$ cat config.mk
export PLATFORM = sky130hd
export DESIGN_NAME = adcscd_serial_decoder
export DESIGN_NICKNAME = d
export VERILOG_FILES = /design/src/rtl/adcscd_pkg.sv /design/src/rtl/adcscd_serial_decoder.sv
export SDC_FILE = /design/constraint.sdc
export NUM_CORES = 1
export LEC_CHECK = 0
export BUFFER_PORTS_ARGS = -buffer_cell sky130_fd_sc_hd__clkbuf_2
export CORE_ASPECT_RATIO = 1.4
export CORE_MARGIN = 2
export CORE_UTILIZATION = 58
export CTS_BUF_LIST = sky130_fd_sc_hd__clkbuf_16
export DETAILED_ROUTE_END_ITERATION = 7
export GPL_TIMING_DRIVEN = 1
export HOLD_SLACK_MARGIN = 0.05
export PLACE_DENSITY = 0.79
export SYNTH_ARGS = -nofsm -noshare
export SYNTH_HDL_FRONTEND = slang
export SYNTH_SLANG_ARGS = --single-unit
$ cat constraint.sdc
create_clock -name core_clk -period 3.6 [get_ports core_clk]
set_input_delay 0.18 -clock core_clk [delete_from_list [all_inputs] [get_ports core_clk]]
set_output_delay 0.18 -clock core_clk [all_outputs]
set_load 0.005 [all_outputs]
$ cat src/rtl/adcscd_pkg.sv
`default_nettype none

package adcscd_pkg;

    localparam int FRAME_BITS = 16;
    localparam int CMD_BITS   = 4;
    localparam int CFG_BITS   = 12;
    localparam int CODE_BITS  = 10;
    localparam int PAD_BITS   = FRAME_BITS - CODE_BITS;

    // edge counter reaches this value when the frame is complete
    localparam logic [4:0] EDGE_LAST = 5'h10;
    localparam logic [4:0] CMD_EDGE  = 5'h03;
    localparam logic [4:0] CFG_EDGE  = 5'h0f;

    // command nibble codes
    localparam logic [3:0] CMD_PWRDN  = 4'h8;
    localparam logic [3:0] CMD_CFG_RD = 4'h9;
    localparam logic [3:0] CMD_CFG_WR = 4'ha;
    localparam logic [3:0] CMD_TST_MD = 4'hb;
    localparam logic [3:0] CMD_TST_LO = 4'hc;
    localparam logic [3:0] CMD_TST_HI = 4'hd;
    localparam logic [3:0] CMD_FIFO   = 4'he;
    localparam logic [3:0] CMD_RSVD   = 4'hf;

    // config word fields and reset values
    localparam int          CFG_PSEUDO_BIT = 7;
    localparam int          CFG_TWOS_BIT   = 11;
    localparam logic [11:0] CFG_RESET      = 12'h000;
    localparam logic [9:0]  TWOS_FLIP      = 10'h200;
    localparam logic [2:0]  MINUS_EIGHT_CH = 3'h2;
    localparam logic [2:0]  MINUS_FOUR_CH  = 3'h1;
    localparam logic [2:0]  CHAN_RESET     = 3'h0;

    // pin filter reset levels: {sdi, sclk, fsync, cs_n}
    localparam logic [3:0] PIN_RESET = 4'h3;
    localparam int         PIN_CS    = 0;
    localparam int         PIN_FS    = 1;
    localparam int         PIN_SCLK  = 2;
    localparam int         PIN_SDI   = 3;

    typedef enum logic [1:0] {
        TEST_NONE = 2'h0,
        TEST_MID  = 2'h1,
        TEST_LOW  = 2'h2,
        TEST_HIGH = 2'h3
    } adcscd_test_t;

    typedef enum logic [1:0] {
        ST_IDLE  = 2'h0,
        ST_WAIT  = 2'h1,
        ST_SHIFT = 2'h3,
        ST_DONE  = 2'h2
    } adcscd_state_t;

endpackage : adcscd_pkg

`default_nettype wire

$ cat src/rtl/adcscd_serial_decoder.sv
// Notes on behaviour
// RULE_01: config bit 7 selects pseudo-differential inputs
// RULE_02: pseudo mode reserves input 2 or 1
// RULE_03: frame is command nibble then twelve bits
// RULE_04: zero-padded trailing bits are accepted
// RULE_05: config read returns config in low bits
// RULE_06: result sits in bits 15 to 6
// RULE_07: binary format maps 000h to 3FFh
// RULE_08: twos complement maps 200h to 1FFh
// RULE_09: chip select start samples on rising clock
// RULE_10: frame sync start samples on falling clock
// RULE_11: host writes zero config after power up
// RULE_12: codes 0-7 select channels, variant dependent
// RULE_13: code 1000b enters software power-down
// RULE_14: code 1001b reads config same frame
// RULE_15: code 1010b loads twelve config bits
// RULE_16: codes 1011b-1101b select test voltages
// RULE_17: code 1110b shifts out oldest FIFO entry
// RULE_18: frame sync fall clears counter, enables input
// RULE_19: output floats outside sixteen bit window
// RULE_20: host reads config only in one-shot mode
// RULE_21: reserved code 1111b is ignored
// RULE_22: odd codes ignored on four-channel variant
`default_nettype none

module adcscd_serial_decoder (
    input  wire logic                 core_clk,         // core clock, 125 MHz
    input  wire logic                 rst,              // async reset, active high
    input  wire logic                 chipSelN,         // chip select pin, active low
    input  wire logic                 frameSyncStrobe,  // frame sync pin
    input  wire logic                 sclkIn,           // serial clock pin
    input  wire logic                 sdiIn,            // serial data in pin
    input  wire logic                 eightChannel,     // variant: 1 eight inputs, 0 four
    input  wire logic [9:0]           convCode,         // straight binary result or FIFO head
    output logic                      sdoOut,           // serial data out value
    output logic                      sdoOeN,           // serial out enable, low drives
    output logic [11:0]               configWord,       // configuration register
    output logic [3:0]                commandNibble,    // last decoded command
    output logic [2:0]                chanSel,          // selected analog channel
    output adcscd_pkg::adcscd_test_t  testSel,          // selected test voltage
    output logic                      pseudoDiff,       // pseudo-differential mode
    output logic [2:0]                minusInput,       // channel used as minus input
    output logic                      swPowerDown,      // software power-down level
    output logic                      fifoReadPulse,    // one-cycle pop of FIFO head
    output logic                      frameBusy         // frame in progress
);

    // three-flop pin filter
    logic [3:0] syncA;
    logic [3:0] syncB;
    logic [3:0] syncC;
    logic [3:0] pinLvl;
    logic [3:0] pinPrev;
    logic [3:0] next_pinLvl;

    always_comb begin
        for (int i = 0; i < 4; i++) begin
            next_pinLvl[i] = (syncB[i] == syncC[i]) ? syncC[i] : pinLvl[i];
        end
    end

    always_ff @(posedge core_clk or posedge rst) begin
        if (rst) begin
            syncA   <= adcscd_pkg::PIN_RESET;
            syncB   <= adcscd_pkg::PIN_RESET;
            syncC   <= adcscd_pkg::PIN_RESET;
            pinLvl  <= adcscd_pkg::PIN_RESET;
            pinPrev <= adcscd_pkg::PIN_RESET;
        end else begin
            syncA   <= {sdiIn, sclkIn, frameSyncStrobe, chipSelN};
            syncB   <= syncA;
            syncC   <= syncB;
            pinLvl  <= next_pinLvl;
            pinPrev <= pinLvl;
        end
    end

    // one-cycle strobes and the sdi data level from the filtered pin levels
    logic csFall;
    logic csRise;
    logic fsFall;
    logic sclkRise;
    logic sclkFall;
    logic sdiBit;

    assign csFall   = pinPrev[adcscd_pkg::PIN_CS] & ~pinLvl[adcscd_pkg::PIN_CS];
    assign csRise   = ~pinPrev[adcscd_pkg::PIN_CS] & pinLvl[adcscd_pkg::PIN_CS];
    assign fsFall   = pinPrev[adcscd_pkg::PIN_FS] & ~pinLvl[adcscd_pkg::PIN_FS];
    assign sclkRise = ~pinPrev[adcscd_pkg::PIN_SCLK] & pinLvl[adcscd_pkg::PIN_SCLK];
    assign sclkFall = pinPrev[adcscd_pkg::PIN_SCLK] & ~pinLvl[adcscd_pkg::PIN_SCLK];
    assign sdiBit   = pinLvl[adcscd_pkg::PIN_SDI];

    // frame state
    adcscd_pkg::adcscd_state_t state;
    adcscd_pkg::adcscd_state_t next_state;
    logic                      spiMode;
    logic                      next_spiMode;
    logic [4:0]                inCount;
    logic [4:0]                next_inCount;
    logic [4:0]                outCount;
    logic [4:0]                next_outCount;
    logic [15:0]               shiftIn;
    logic [15:0]               next_shiftIn;
    logic [15:0]               outWord;
    logic [15:0]               next_outWord;
    logic                      next_sdoOut;
    logic                      next_sdoOeN;
    logic [11:0]               next_configWord;
    logic [3:0]                next_commandNibble;
    logic [2:0]                next_chanSel;
    adcscd_pkg::adcscd_test_t  next_testSel;
    logic                      next_swPowerDown;
    logic                      next_fifoReadPulse;

    // edge roles swap between chip-select and frame-sync framing
    logic       inSample;
    logic       outChange;
    logic       startFrame;
    logic [3:0] cmdNow;
    logic [2:0] reqChan;
    logic       chanOk;
    logic [9:0] fmtCode;

    always_comb begin
        // hold everything except the FIFO pop, which clears, unless an edge below changes it
        next_state         = state;
        next_spiMode       = spiMode;
        next_inCount       = inCount;
        next_outCount      = outCount;
        next_shiftIn       = shiftIn;
        next_outWord       = outWord;
        next_configWord    = configWord;
        next_commandNibble = commandNibble;
        next_chanSel       = chanSel;
        next_testSel       = testSel;
        next_swPowerDown   = swPowerDown;
        next_fifoReadPulse = 1'b0;
        startFrame         = 1'b0;
        cmdNow             = {shiftIn[2:0], sdiBit};
        reqChan            = 3'h0;
        chanOk             = 1'b0;
        inSample           = spiMode ? sclkRise : sclkFall;   // see RULE_09 see RULE_10
        outChange          = spiMode ? sclkFall : sclkRise;   // see RULE_09 see RULE_10
        // result format conversion
        fmtCode = configWord[adcscd_pkg::CFG_TWOS_BIT] ? (convCode ^ adcscd_pkg::TWOS_FLIP)  // see RULE_08
                                                       : convCode;                            // see RULE_07

        case (state)
            adcscd_pkg::ST_IDLE: begin
                if (csFall) begin
                    if (pinLvl[adcscd_pkg::PIN_FS]) begin
                        next_spiMode = 1'b1;                  // see RULE_09
                        startFrame   = 1'b1;
                    end else begin
                        next_state = adcscd_pkg::ST_WAIT;
                    end
                end
            end
            // chip select low with frame sync low: wait for its fall
            adcscd_pkg::ST_WAIT: begin
                if (csRise) begin
                    next_state = adcscd_pkg::ST_IDLE;
                end else if (fsFall) begin
                    next_spiMode = 1'b0;                      // see RULE_10
                    startFrame   = 1'b1;
                end
            end
            adcscd_pkg::ST_SHIFT: begin
                if (csRise) begin
                    next_state = adcscd_pkg::ST_IDLE;         // see RULE_18
                end else if (!spiMode && fsFall) begin
                    startFrame = 1'b1;                        // see RULE_18
                end else begin
                    if (inSample && inCount != adcscd_pkg::EDGE_LAST) begin
                        next_shiftIn = {shiftIn[14:0], sdiBit};   // see RULE_03
                        next_inCount = inCount + 5'h01;
                        // command decoded as its fourth bit arrives
                        if (inCount == adcscd_pkg::CMD_EDGE) begin
                            next_commandNibble = cmdNow;      // see RULE_03
                            if (cmdNow[3] == 1'b0) begin
                                // see RULE_12 see RULE_22
                                reqChan = eightChannel ? cmdNow[2:0] : {1'b0, cmdNow[2:1]};
                                chanOk  = eightChannel | ~cmdNow[0];
                                // see RULE_02
                                if (configWord[adcscd_pkg::CFG_PSEUDO_BIT] && reqChan == minusInput) begin
                                    chanOk = 1'b0;
                                end
                                if (chanOk) begin
                                    next_chanSel     = reqChan;
                                    next_testSel     = adcscd_pkg::TEST_NONE;
                                    next_swPowerDown = 1'b0;
                                end
                            end else begin
                                case (cmdNow)
                                    adcscd_pkg::CMD_PWRDN: next_swPowerDown = 1'b1;   // see RULE_13
                                    adcscd_pkg::CMD_CFG_RD: begin
                                        next_outWord[11:0] = configWord;              // see RULE_05 see RULE_14
                                    end
                                    adcscd_pkg::CMD_TST_MD: begin
                                        next_testSel     = adcscd_pkg::TEST_MID;      // see RULE_16
                                        next_swPowerDown = 1'b0;
                                    end
                                    adcscd_pkg::CMD_TST_LO: begin
                                        next_testSel     = adcscd_pkg::TEST_LOW;      // see RULE_16
                                        next_swPowerDown = 1'b0;
                                    end
                                    adcscd_pkg::CMD_TST_HI: begin
                                        next_testSel     = adcscd_pkg::TEST_HIGH;     // see RULE_16
                                        next_swPowerDown = 1'b0;
                                    end
                                    adcscd_pkg::CMD_FIFO: next_fifoReadPulse = 1'b1;  // see RULE_17
                                    default: begin
                                        // write waits for its data; reserved does nothing
                                        next_swPowerDown = swPowerDown;               // see RULE_21
                                    end
                                endcase
                            end
                        end
                        // see RULE_15 see RULE_04
                        if (inCount == adcscd_pkg::CFG_EDGE && shiftIn[14:11] == adcscd_pkg::CMD_CFG_WR) begin
                            next_configWord = {shiftIn[10:0], sdiBit};
                        end
                    end
                    if (outChange && outCount != adcscd_pkg::EDGE_LAST) begin
                        next_outCount = outCount + 5'h01;
                    end
                    // done once both sixteen-edge counts are complete
                    if (next_inCount == adcscd_pkg::EDGE_LAST && next_outCount == adcscd_pkg::EDGE_LAST) begin
                        next_state = adcscd_pkg::ST_DONE;
                    end
                end
            end
            adcscd_pkg::ST_DONE: begin
                if (csRise) begin
                    next_state = adcscd_pkg::ST_IDLE;
                end else if (!spiMode && fsFall) begin
                    startFrame = 1'b1;
                end
            end
            default: begin
                next_state = adcscd_pkg::ST_IDLE;
            end
        endcase

        // new frame: counters cleared, result captured for this frame
        // a later change of convCode waits for the next start
        if (startFrame) begin
            next_state    = adcscd_pkg::ST_SHIFT;
            next_inCount  = 5'h00;                                   // see RULE_18
            next_outCount = 5'h00;
            next_shiftIn  = 16'h0000;
            next_outWord  = {fmtCode, {adcscd_pkg::PAD_BITS{1'b0}}}; // see RULE_06 see RULE_17
        end

        // see RULE_19
        // sdo floats once the last bit has had its full period
        next_sdoOeN = ~(next_state == adcscd_pkg::ST_SHIFT && next_outCount != adcscd_pkg::EDGE_LAST);
        next_sdoOut = next_outWord[4'(4'hf - next_outCount[3:0])];
    end

    always_ff @(posedge core_clk or posedge rst) begin
        if (rst) begin
            state         <= adcscd_pkg::ST_IDLE;
            spiMode       <= 1'b1;
            inCount       <= 5'h00;
            outCount      <= 5'h00;
            shiftIn       <= 16'h0000;
            outWord       <= 16'h0000;
            sdoOut        <= 1'b0;
            sdoOeN        <= 1'b1;
            configWord    <= adcscd_pkg::CFG_RESET;
            commandNibble <= 4'h0;
            chanSel       <= adcscd_pkg::CHAN_RESET;
            testSel       <= adcscd_pkg::TEST_NONE;
            swPowerDown   <= 1'b0;
            fifoReadPulse <= 1'b0;
        end else begin
            state         <= next_state;
            spiMode       <= next_spiMode;
            inCount       <= next_inCount;
            outCount      <= next_outCount;
            shiftIn       <= next_shiftIn;
            outWord       <= next_outWord;
            sdoOut        <= next_sdoOut;
            sdoOeN        <= next_sdoOeN;
            configWord    <= next_configWord;
            commandNibble <= next_commandNibble;
            chanSel       <= next_chanSel;
            testSel       <= next_testSel;
            swPowerDown   <= next_swPowerDown;
            fifoReadPulse <= next_fifoReadPulse;
        end
    end

    // mode outputs are combinational: pseudoDiff from the register, minusInput from the variant
    assign pseudoDiff = configWord[adcscd_pkg::CFG_PSEUDO_BIT];                      // see RULE_01
    assign minusInput = eightChannel ? adcscd_pkg::MINUS_EIGHT_CH : adcscd_pkg::MINUS_FOUR_CH;
    assign frameBusy  = (state == adcscd_pkg::ST_SHIFT);

endmodule : adcscd_serial_decoder

`default_nettype wire

==> results of run 1 <==
==> worst max-delay path: stages (launching register included) <==
cell and delay (ps):
dfstp_2 600, nand3b_1 180, a2111oi_4 480, and4_1 710
mux2i_1 330, nand2_1 80, a311oi_1 260, a22o_1 190
a311oi_2 40
==> cell families after synthesis <==
group,Yosys count,share of synthesized area
and+or+nand+nor,147,0.164
DFF,88,0.533
AOI/OAI and AO/OA,79,0.125
buffers and inverters,35,0.0403
muxes,31,0.0792
adders and majority gates,13,0.0367
xor gates and xnor gates,10,0.0211
other,1,0.000902
==> layout make-up <==
class / count / area (sq um)
Sequential cell: 88 / 2220
Fill cell: 534 / 2090
Timing Repair Buffer: 61 / 363
Multi-Input combinational cell: 281 / 1770
Clock buffer: 9 / 225
Clock inverter: 7 / 87.6
Inverter: 16 / 63.8
Tap cell: 95 / 119
==> repair_timing <==
| item | CTS | global route |
|---|---|---|
| setup buffers | 0 | 0 |
| resized for setup | 0 | 0 |
| hold endpoints to repair | 7 | 0 |
| hold buffers | 7 | 0 |
==> placed cells by master (no fill, tap or decap), types with 2 or more instances in the layout <==
cell	Yosys	layout
o21a_1	2	2
bufinv_16	0	2
inv_1	15	16
nor3_1	5	5
a31oi_1	3	3
nand2_1	68	68
a21bo_2	2	2
nand4_1	3	3
nand3_1	8	8
clkbuf_2	0	45
buf_4	4	9
a21o_1	2	2
dfrtp_1	76	76
o21ai_0	13	13
maj3_1	4	4
nor3b_1	3	3
xnor2_1	4	4
ha_1	9	9
mux2_2	15	15
mux2i_1	16	16
nand2b_1	4	4
and2_1	3	3
nor2b_1	5	5
and3_1	2	2
clkbuf_16	0	9
a21oi_2	2	2
dlygate4sd3_1	0	7
nand3b_1	2	2
xor2_1	6	6
o22ai_1	2	2
a21oi_1	35	35
nor2_1	33	33
dfstp_2	12	12
==> how the worst max path moves through the flow <==
stage,from,to,slack [ps],cells after the start
finish,spiMode,sdoOut,590,8
detailed placement,pinLvl[2],sdoOut,620,8
floorplan,state[0],sdoOut,890,12
CTS,spiMode,sdoOut,590,8
global placement,pinLvl[2],sdoOut,690,8
global route,state[0],sdoOut,340,9
==> power by group through the flow <==
stage | registers, mW | clock network, mW | logic [mW]
after global routing | 1.22 | 1.03 | 0.788
after floorplan | 1.19 | 0 | 0.534
after CTS | 1.21 | 0.984 | 0.707
after detailed placement | 1.22 | 0 | 0.691
final | 1.21 | 0.974 | 0.712
after global placement | 1.22 | 0 | 0.671
==> per-layer routing <==
| metal | up-vias | track usage | part of all wire | wire (um) |
|---|---|---|---|---|
| met2 | 70 | 0.417 | 0.54 | 4750 |
| met4 | 0 | 0.0815 | 0.013 | 116 |
| met1 | 1586 | 0.313 | 0.42 | 3710 |
| met3 | 10 | 0.0523 | 0.031 | 277 |
| met5 | - | 0 | 0 | 0 |
| li1 | 1499 | - | - | - |
==> flip-flops by register name, indices dropped and copies added (netlist names), 3 cells and up <==
register,flops
pinPrev,3
syncC,4
inCount,5
outWord,16
outCount,5
shiftIn,15
syncA,4
commandNibble,4
configWord,12
chanSel,3
syncB,4
pinLvl,4
==> impl_metrics.env, run 1 <==
export IMPL_max_freq_mhz=332
export IMPL_endpoint_kind="flop"
export IMPL_synth_cells=404
export IMPL_p_int_mw=2.01
export IMPL_reg2reg_slack_ps=590
export IMPL_yosysUniqueCellTypes=64
export IMPL_dr_pass1_iters=4
export IMPL_grt_max_degree=64
export IMPL_drive_gt1_frac=0.238
export IMPL_start_util=0.599
export IMPL_switching_share=0.307
export IMPL_timing_rr_start="spiMode"
export IMPL_io_pins=47
export IMPL_core_sq_um=6940
export IMPL_cts_buffers=9
export IMPL_grt_pass1_vias=3218
export IMPL_synth_edf_count=0
export IMPL_fin_util=0.699
export IMPL_port_buffers=45
export IMPL_vias_per_cell=5.68
export IMPL_post_synth_top_count_cell="dfrtp_1"
export IMPL_synth_top_cell_area_share=0.458
export IMPL_async_flop_share=1.00
export IMPL_stdcell_count=557
export IMPL_synth_avg_cell_area_sq_um=10.3
export IMPL_reg2reg_depth=8
export IMPL_crit_path_start_kind="flop"
export IMPL_ir_drop_mv=0.442
export IMPL_detailedPlace_worstSlack_ps=615
export IMPL_p_per_area_nw_per_um2=597
export IMPL_ys_top_cells_by_area="dfrtp_1, dfstp_2, nand2_1, a21oi_1, mux2_2"
export IMPL_synth_area_leader_cell="dfrtp_1"
export IMPL_ys_seq_area_frac=0.533
export IMPL_path_clk_slew_ps=60
export IMPL_drc=0
export IMPL_fp_dieH_um=104
export IMPL_timing_worst_slew_pin_value_ps=1060
export IMPL_drv_cap=0
export IMPL_grt_pass1_wl_um=14900
export IMPL_ant_nets=0
export IMPL_p_comb_frac=0.246
export IMPL_place_congestion=0.873
export IMPL_routed_via_count=3165
export IMPL_setup_viol=0
export IMPL_grt_usage=0.248
export IMPL_seqPwrFrac=0.417
export IMPL_place_area_sq_um=4460
export IMPL_design_area_sq_um=4850
export IMPL_power_leakage_nw=2.27
export IMPL_cp_max_fo=12
export IMPL_maxSlewViolCount=0
export IMPL_outcome="finished, final reports clean"
export IMPL_drt_initial_drc_count=172
export IMPL_synth_flop_cell="dfrtp_1"
export IMPL_grt_ovfl_total=0
export IMPL_fin_worst_hold_slack_ps=38.7
export IMPL_cts_sinks=88
export IMPL_fin_crit_ps=3010
export IMPL_dpl_cell_count=534
export IMPL_rsz0062_at_grt="false"
export IMPL_clockBufferDepth=2
export IMPL_p_switching_mw=0.888
export IMPL_cts_tree="done"
export IMPL_layout_setup_ws_ps=589
export IMPL_finalPower_mw=2.89
export IMPL_dp_hpwl_um=6090
export IMPL_drt_wirelength_per_cell_um=15.9
export IMPL_htreeDepth=3
export IMPL_synth_fp_nets=430
export IMPL_antenna_cells=0
export IMPL_syn_cell_area_sq_um=4160
export IMPL_wl_um=8860
export IMPL_ys_seq_elements=88
export IMPL_maxSlewHeadroom=0.293
export IMPL_fin_skew_ps=6.04
export IMPL_reg2reg_to="sdoOut"
export IMPL_rows=36
export IMPL_hold_violations=0
export IMPL_clock_latency_ps=340
export IMPL_yosys_top_cells_count="dfrtp_1, nand2_1, a21oi_1"
export IMPL_required_ps=3800
export IMPL_die_w_um=75.5
export IMPL_criticalPathCategory="reg -> reg"
export IMPL_critPathArrivalTime_ps=3220
export IMPL_antenna_found_initial=0
export IMPL_pwr_share_clk=0.337
export IMPL_setup_tns_ps=0
export IMPL_synthToLayoutAreaGrowth_pct=16.6
export IMPL_dieArea_sq_um=7870
export IMPL_layout_nets=483
export IMPL_cts_root_buffer="clkbuf_16"
export IMPL_ys_warn_count=0
export IMPL_hold_class="in -> async"
export IMPL_finalCritPeriodShare=0.836
No activity file was read; power rests on OpenSTA's default activity.
==> run 2, diff against run 1 <==
--- a/config.mk
+++ b/config.mk
@@ -5,15 +5,16 @@
 export SDC_FILE = /design/constraint.sdc
 export NUM_CORES = 1
 export LEC_CHECK = 0
+export ABC_AREA = 1
 export BUFFER_PORTS_ARGS = -buffer_cell sky130_fd_sc_hd__clkbuf_2
 export CORE_ASPECT_RATIO = 1.4
 export CORE_MARGIN = 2
-export CORE_UTILIZATION = 58
+export CORE_UTILIZATION = 59
 export CTS_BUF_LIST = sky130_fd_sc_hd__clkbuf_16
 export DETAILED_ROUTE_END_ITERATION = 7
 export GPL_TIMING_DRIVEN = 1
 export HOLD_SLACK_MARGIN = 0.05
-export PLACE_DENSITY = 0.79
+export PLACE_DENSITY = 0.8
 export SYNTH_ARGS = -nofsm -noshare
 export SYNTH_HDL_FRONTEND = slang
 export SYNTH_SLANG_ARGS = --single-unit
==> constraint.sdc (replaced) <==
create_clock -name core_clk -period 2.86 [get_ports core_clk]
set_input_delay 0.143 -clock core_clk [delete_from_list [all_inputs] [get_ports core_clk]]
set_output_delay 0.143 -clock core_clk [all_outputs]
set_load 0.005 [all_outputs]
==> run 2 against run 1 <==
Compared with the run above:
- via count rose by 11%
- die area grew 4.7%
- first-iteration DRC count grew 58%
- count of clock-buffer cells in the layout increased by 1
- combinational power rose by 130%
- setup slack lost 68 ps
- critical path depth rose by 7
- area after synthesis grew 6.7%
- clock power grew 17%
- cell area up 4.5%
- highest routed layer unchanged
==> impl_metrics.env, run 2 <==
export IMPL_dpl_cell_count=630
export IMPL_synth_flop_cell="dfrtp_1"
export IMPL_routed_via_count=3522
export IMPL_fp_dieH_um=107
export IMPL_endpoint_kind="flop"
export IMPL_post_synth_top_count_cell="nand2_1"
export IMPL_fill_cells=597
export IMPL_grt_usage=0.255
export IMPL_final_common_cell="nand2_1"
export IMPL_rsz0062_at_grt="false"
export IMPL_criticalPathCategory="reg -> reg"
export IMPL_vias_per_cell=5.37
export IMPL_cts_setup_buffers=0
export IMPL_clockBufferDepth=2
export IMPL_syn_cell_area_sq_um=4440
export IMPL_crit_top_cell="nand2_1"
export IMPL_final_cell_mix="nand2_1, dfrtp_1, inv_1"
export IMPL_drt_wirelength_per_cell_um=14.7
export IMPL_die_w_um=77.3
export IMPL_cts_root_buffer="clkbuf_16"
export IMPL_synth_avg_cell_area_sq_um=8.82
export IMPL_antenna_cells=0
export IMPL_rows=37
export IMPL_setup_viol=0
export IMPL_io_pins=47
export IMPL_ys_warn_count=0
export IMPL_start_util=0.606
export IMPL_dp_hpwl_um=6620
export IMPL_top_regs="outWord x16, shiftIn x15, configWord x12"
export IMPL_largest_reg_flops=16
export IMPL_drc=0
export IMPL_p_int_mw=2.62
export IMPL_ys_seq_area_frac=0.500
export IMPL_drv_cap=0
export IMPL_hold_violations=0
export IMPL_layout_nets=580
export IMPL_hold_class="in -> reg"
export IMPL_reg2reg_slack_ps=520
export IMPL_crit_path_start_kind="flop"
export IMPL_place_congestion=0.812
export IMPL_required_ps=3100
export IMPL_worstPathCellList="ha_1, nor2_2, nor2_2, nand2_2, nand3_4, nand2_4, nand3_2, nand2_1, inv_1, nand2_1, nand2_1, nor2_1, nand2_1, nand2_1, nand2_1"
export IMPL_drt_initial_drc_count=272
export IMPL_synth_area_leader_cell="dfrtp_1"
export IMPL_ys_top_cells_by_area="dfrtp_1, nand2_1, dfstp_2, nand3_1, inv_1"
export IMPL_slowest_stage="dfrtp_1"
export IMPL_finalCritPeriodShare=0.818
export IMPL_p_per_area_nw_per_um2=865
export IMPL_synth_fp_nets=529
export IMPL_cts_sinks=88
export IMPL_post_cts_resized=0
export IMPL_dr_pass1_iters=5
export IMPL_p_comb_frac=0.379
export IMPL_outcome="finished, final reports clean"
export IMPL_grt_ovfl_total=0
export IMPL_port_buffers=45
export IMPL_clock_latency_ps=340
export IMPL_grt_pass1_vias=3556
export IMPL_dieArea_sq_um=8240
export IMPL_setup_tns_ps=0
export IMPL_seqPwrFrac=0.362
export IMPL_ant_nets=0
export IMPL_maxSlewViolCount=0
export IMPL_drive_gt1_frac=0.236
export IMPL_fin_crit_ps=2340
export IMPL_synthToLayoutAreaGrowth_pct=14.2
export IMPL_antenna_found_initial=0
export IMPL_cts_tree="done"
export IMPL_yosys_top_cells_count="nand2_1, dfrtp_1, inv_1"
export IMPL_switching_share=0.402
export IMPL_postCtsHoldBufs=10
export IMPL_ys_seq_elements=88
export IMPL_synth_top_cell_area_share=0.429
export IMPL_stdcell_count=656
export IMPL_cp_max_fo=31
export IMPL_pwr_share_clk=0.259
export IMPL_synth_cells=503
export IMPL_yosysUniqueCellTypes=42
export IMPL_critPathArrivalTime_ps=2580
export IMPL_max_stage_delay_ps=430
export IMPL_regMostFlops="outWord"
export IMPL_grt_pass1_wl_um=16500
export IMPL_grt_max_degree=75
export IMPL_path_clk_slew_ps=60
export IMPL_max_freq_mhz=427
export IMPL_core_sq_um=7310
export IMPL_synth_edf_count=0
export IMPL_p_switching_mw=1.76
export IMPL_power_leakage_nw=2.54
export IMPL_wl_um=9670
export IMPL_fin_util=0.692
export IMPL_ir_drop_mv=0.696
export IMPL_cts_buffers=9
export IMPL_htreeDepth=3
export IMPL_async_flop_share=1.00
export IMPL_fin_skew_ps=5.40
## run 2: path summary, 6_finish.rpt
check                       startpoint    endpoint  depth (start not counted)
setup / recovery              state[1]      sdoOut                         15
hold / removal             convCode[2]  outWord[8]                          3
setup reg to reg              state[1]      sdoOut                         15
hold reg to reg               syncA[3]    syncB[3]                          0
max in group asynchronous          rst    syncA[1]                          4
min in group asynchronous          rst  pinPrev[2]                          3
## run 2: cell families (layout without fill, tap and decap cells)
group | Yosys count | after routing | synth area share
AOI/OAI and AO/OA | 64 | 64 | 0.0858
xor gates and xnor gates | 4 | 4 | 0.00790
adders and majority gates | 13 | 13 | 0.0344
buffers and inverters | 85 | 141 | 0.0900
DFF | 88 | 88 | 0.500
muxes | 7 | 7 | 0.0178
other | 1 | 1 | 0.000845
and+or+nand+nor | 241 | 241 | 0.263
## run 2: cell type report
type / count / area, sq um / area share
clock buffers: 10 / 250 / 0.0494
clock inverters: 6 / 41.3 / 0.00815
multi-input cells: 330 / 1820 / 0.359
repair buffers: 58 / 360 / 0.0711
well taps: 97 / 121 / 0.0240
flip-flops and latches: 88 / 2220 / 0.438
inverters: 67 / 255 / 0.0504
## run 2: per-stage QoR
stage,cell area [sq um],setup slack (ps),hold slack (ps),power (mW)
finish,5060,521,75.5,4.38
global route,5060,313,99.2,4.69
CTS,5060,531,61.9,4.39
detailed placement,4670,556,77.1,3.21
global placement,4670,617,72.9,3.16
floorplan,4440,458,147,2.97
## run 2: metal layers
layer / global-route usage / share of wire / vias up
li1: - / - / 1709
met1: 0.314 / 0.41 / 1686
met2: 0.425 / 0.52 / 104
met3: 0.0471 / 0.042 / 23
met4: 0.140 / 0.031 / 0
met5: 0 / 0 / -
## run 2: power by group through the flow
| stage | sequential, mW | clock [mW] | combinational [mW] |
|---|---|---|---|
| final | 1.59 | 1.14 | 1.66 |
| after global routing | 1.61 | 1.20 | 1.88 |
| after CTS | 1.58 | 1.15 | 1.66 |
| after detailed placement | 1.60 | 0 | 1.61 |
| after global placement | 1.59 | 0 | 1.57 |
| after floorplan | 1.56 | 0 | 1.41 |
## run 2: critical path, delay by kind of cell (launching register included)
family / cells / cell delay, ps
buf+inv: 1 / 70
simple gates: 13 / 1400
fa+ha+maj: 1 / 310
flops: 1 / 430
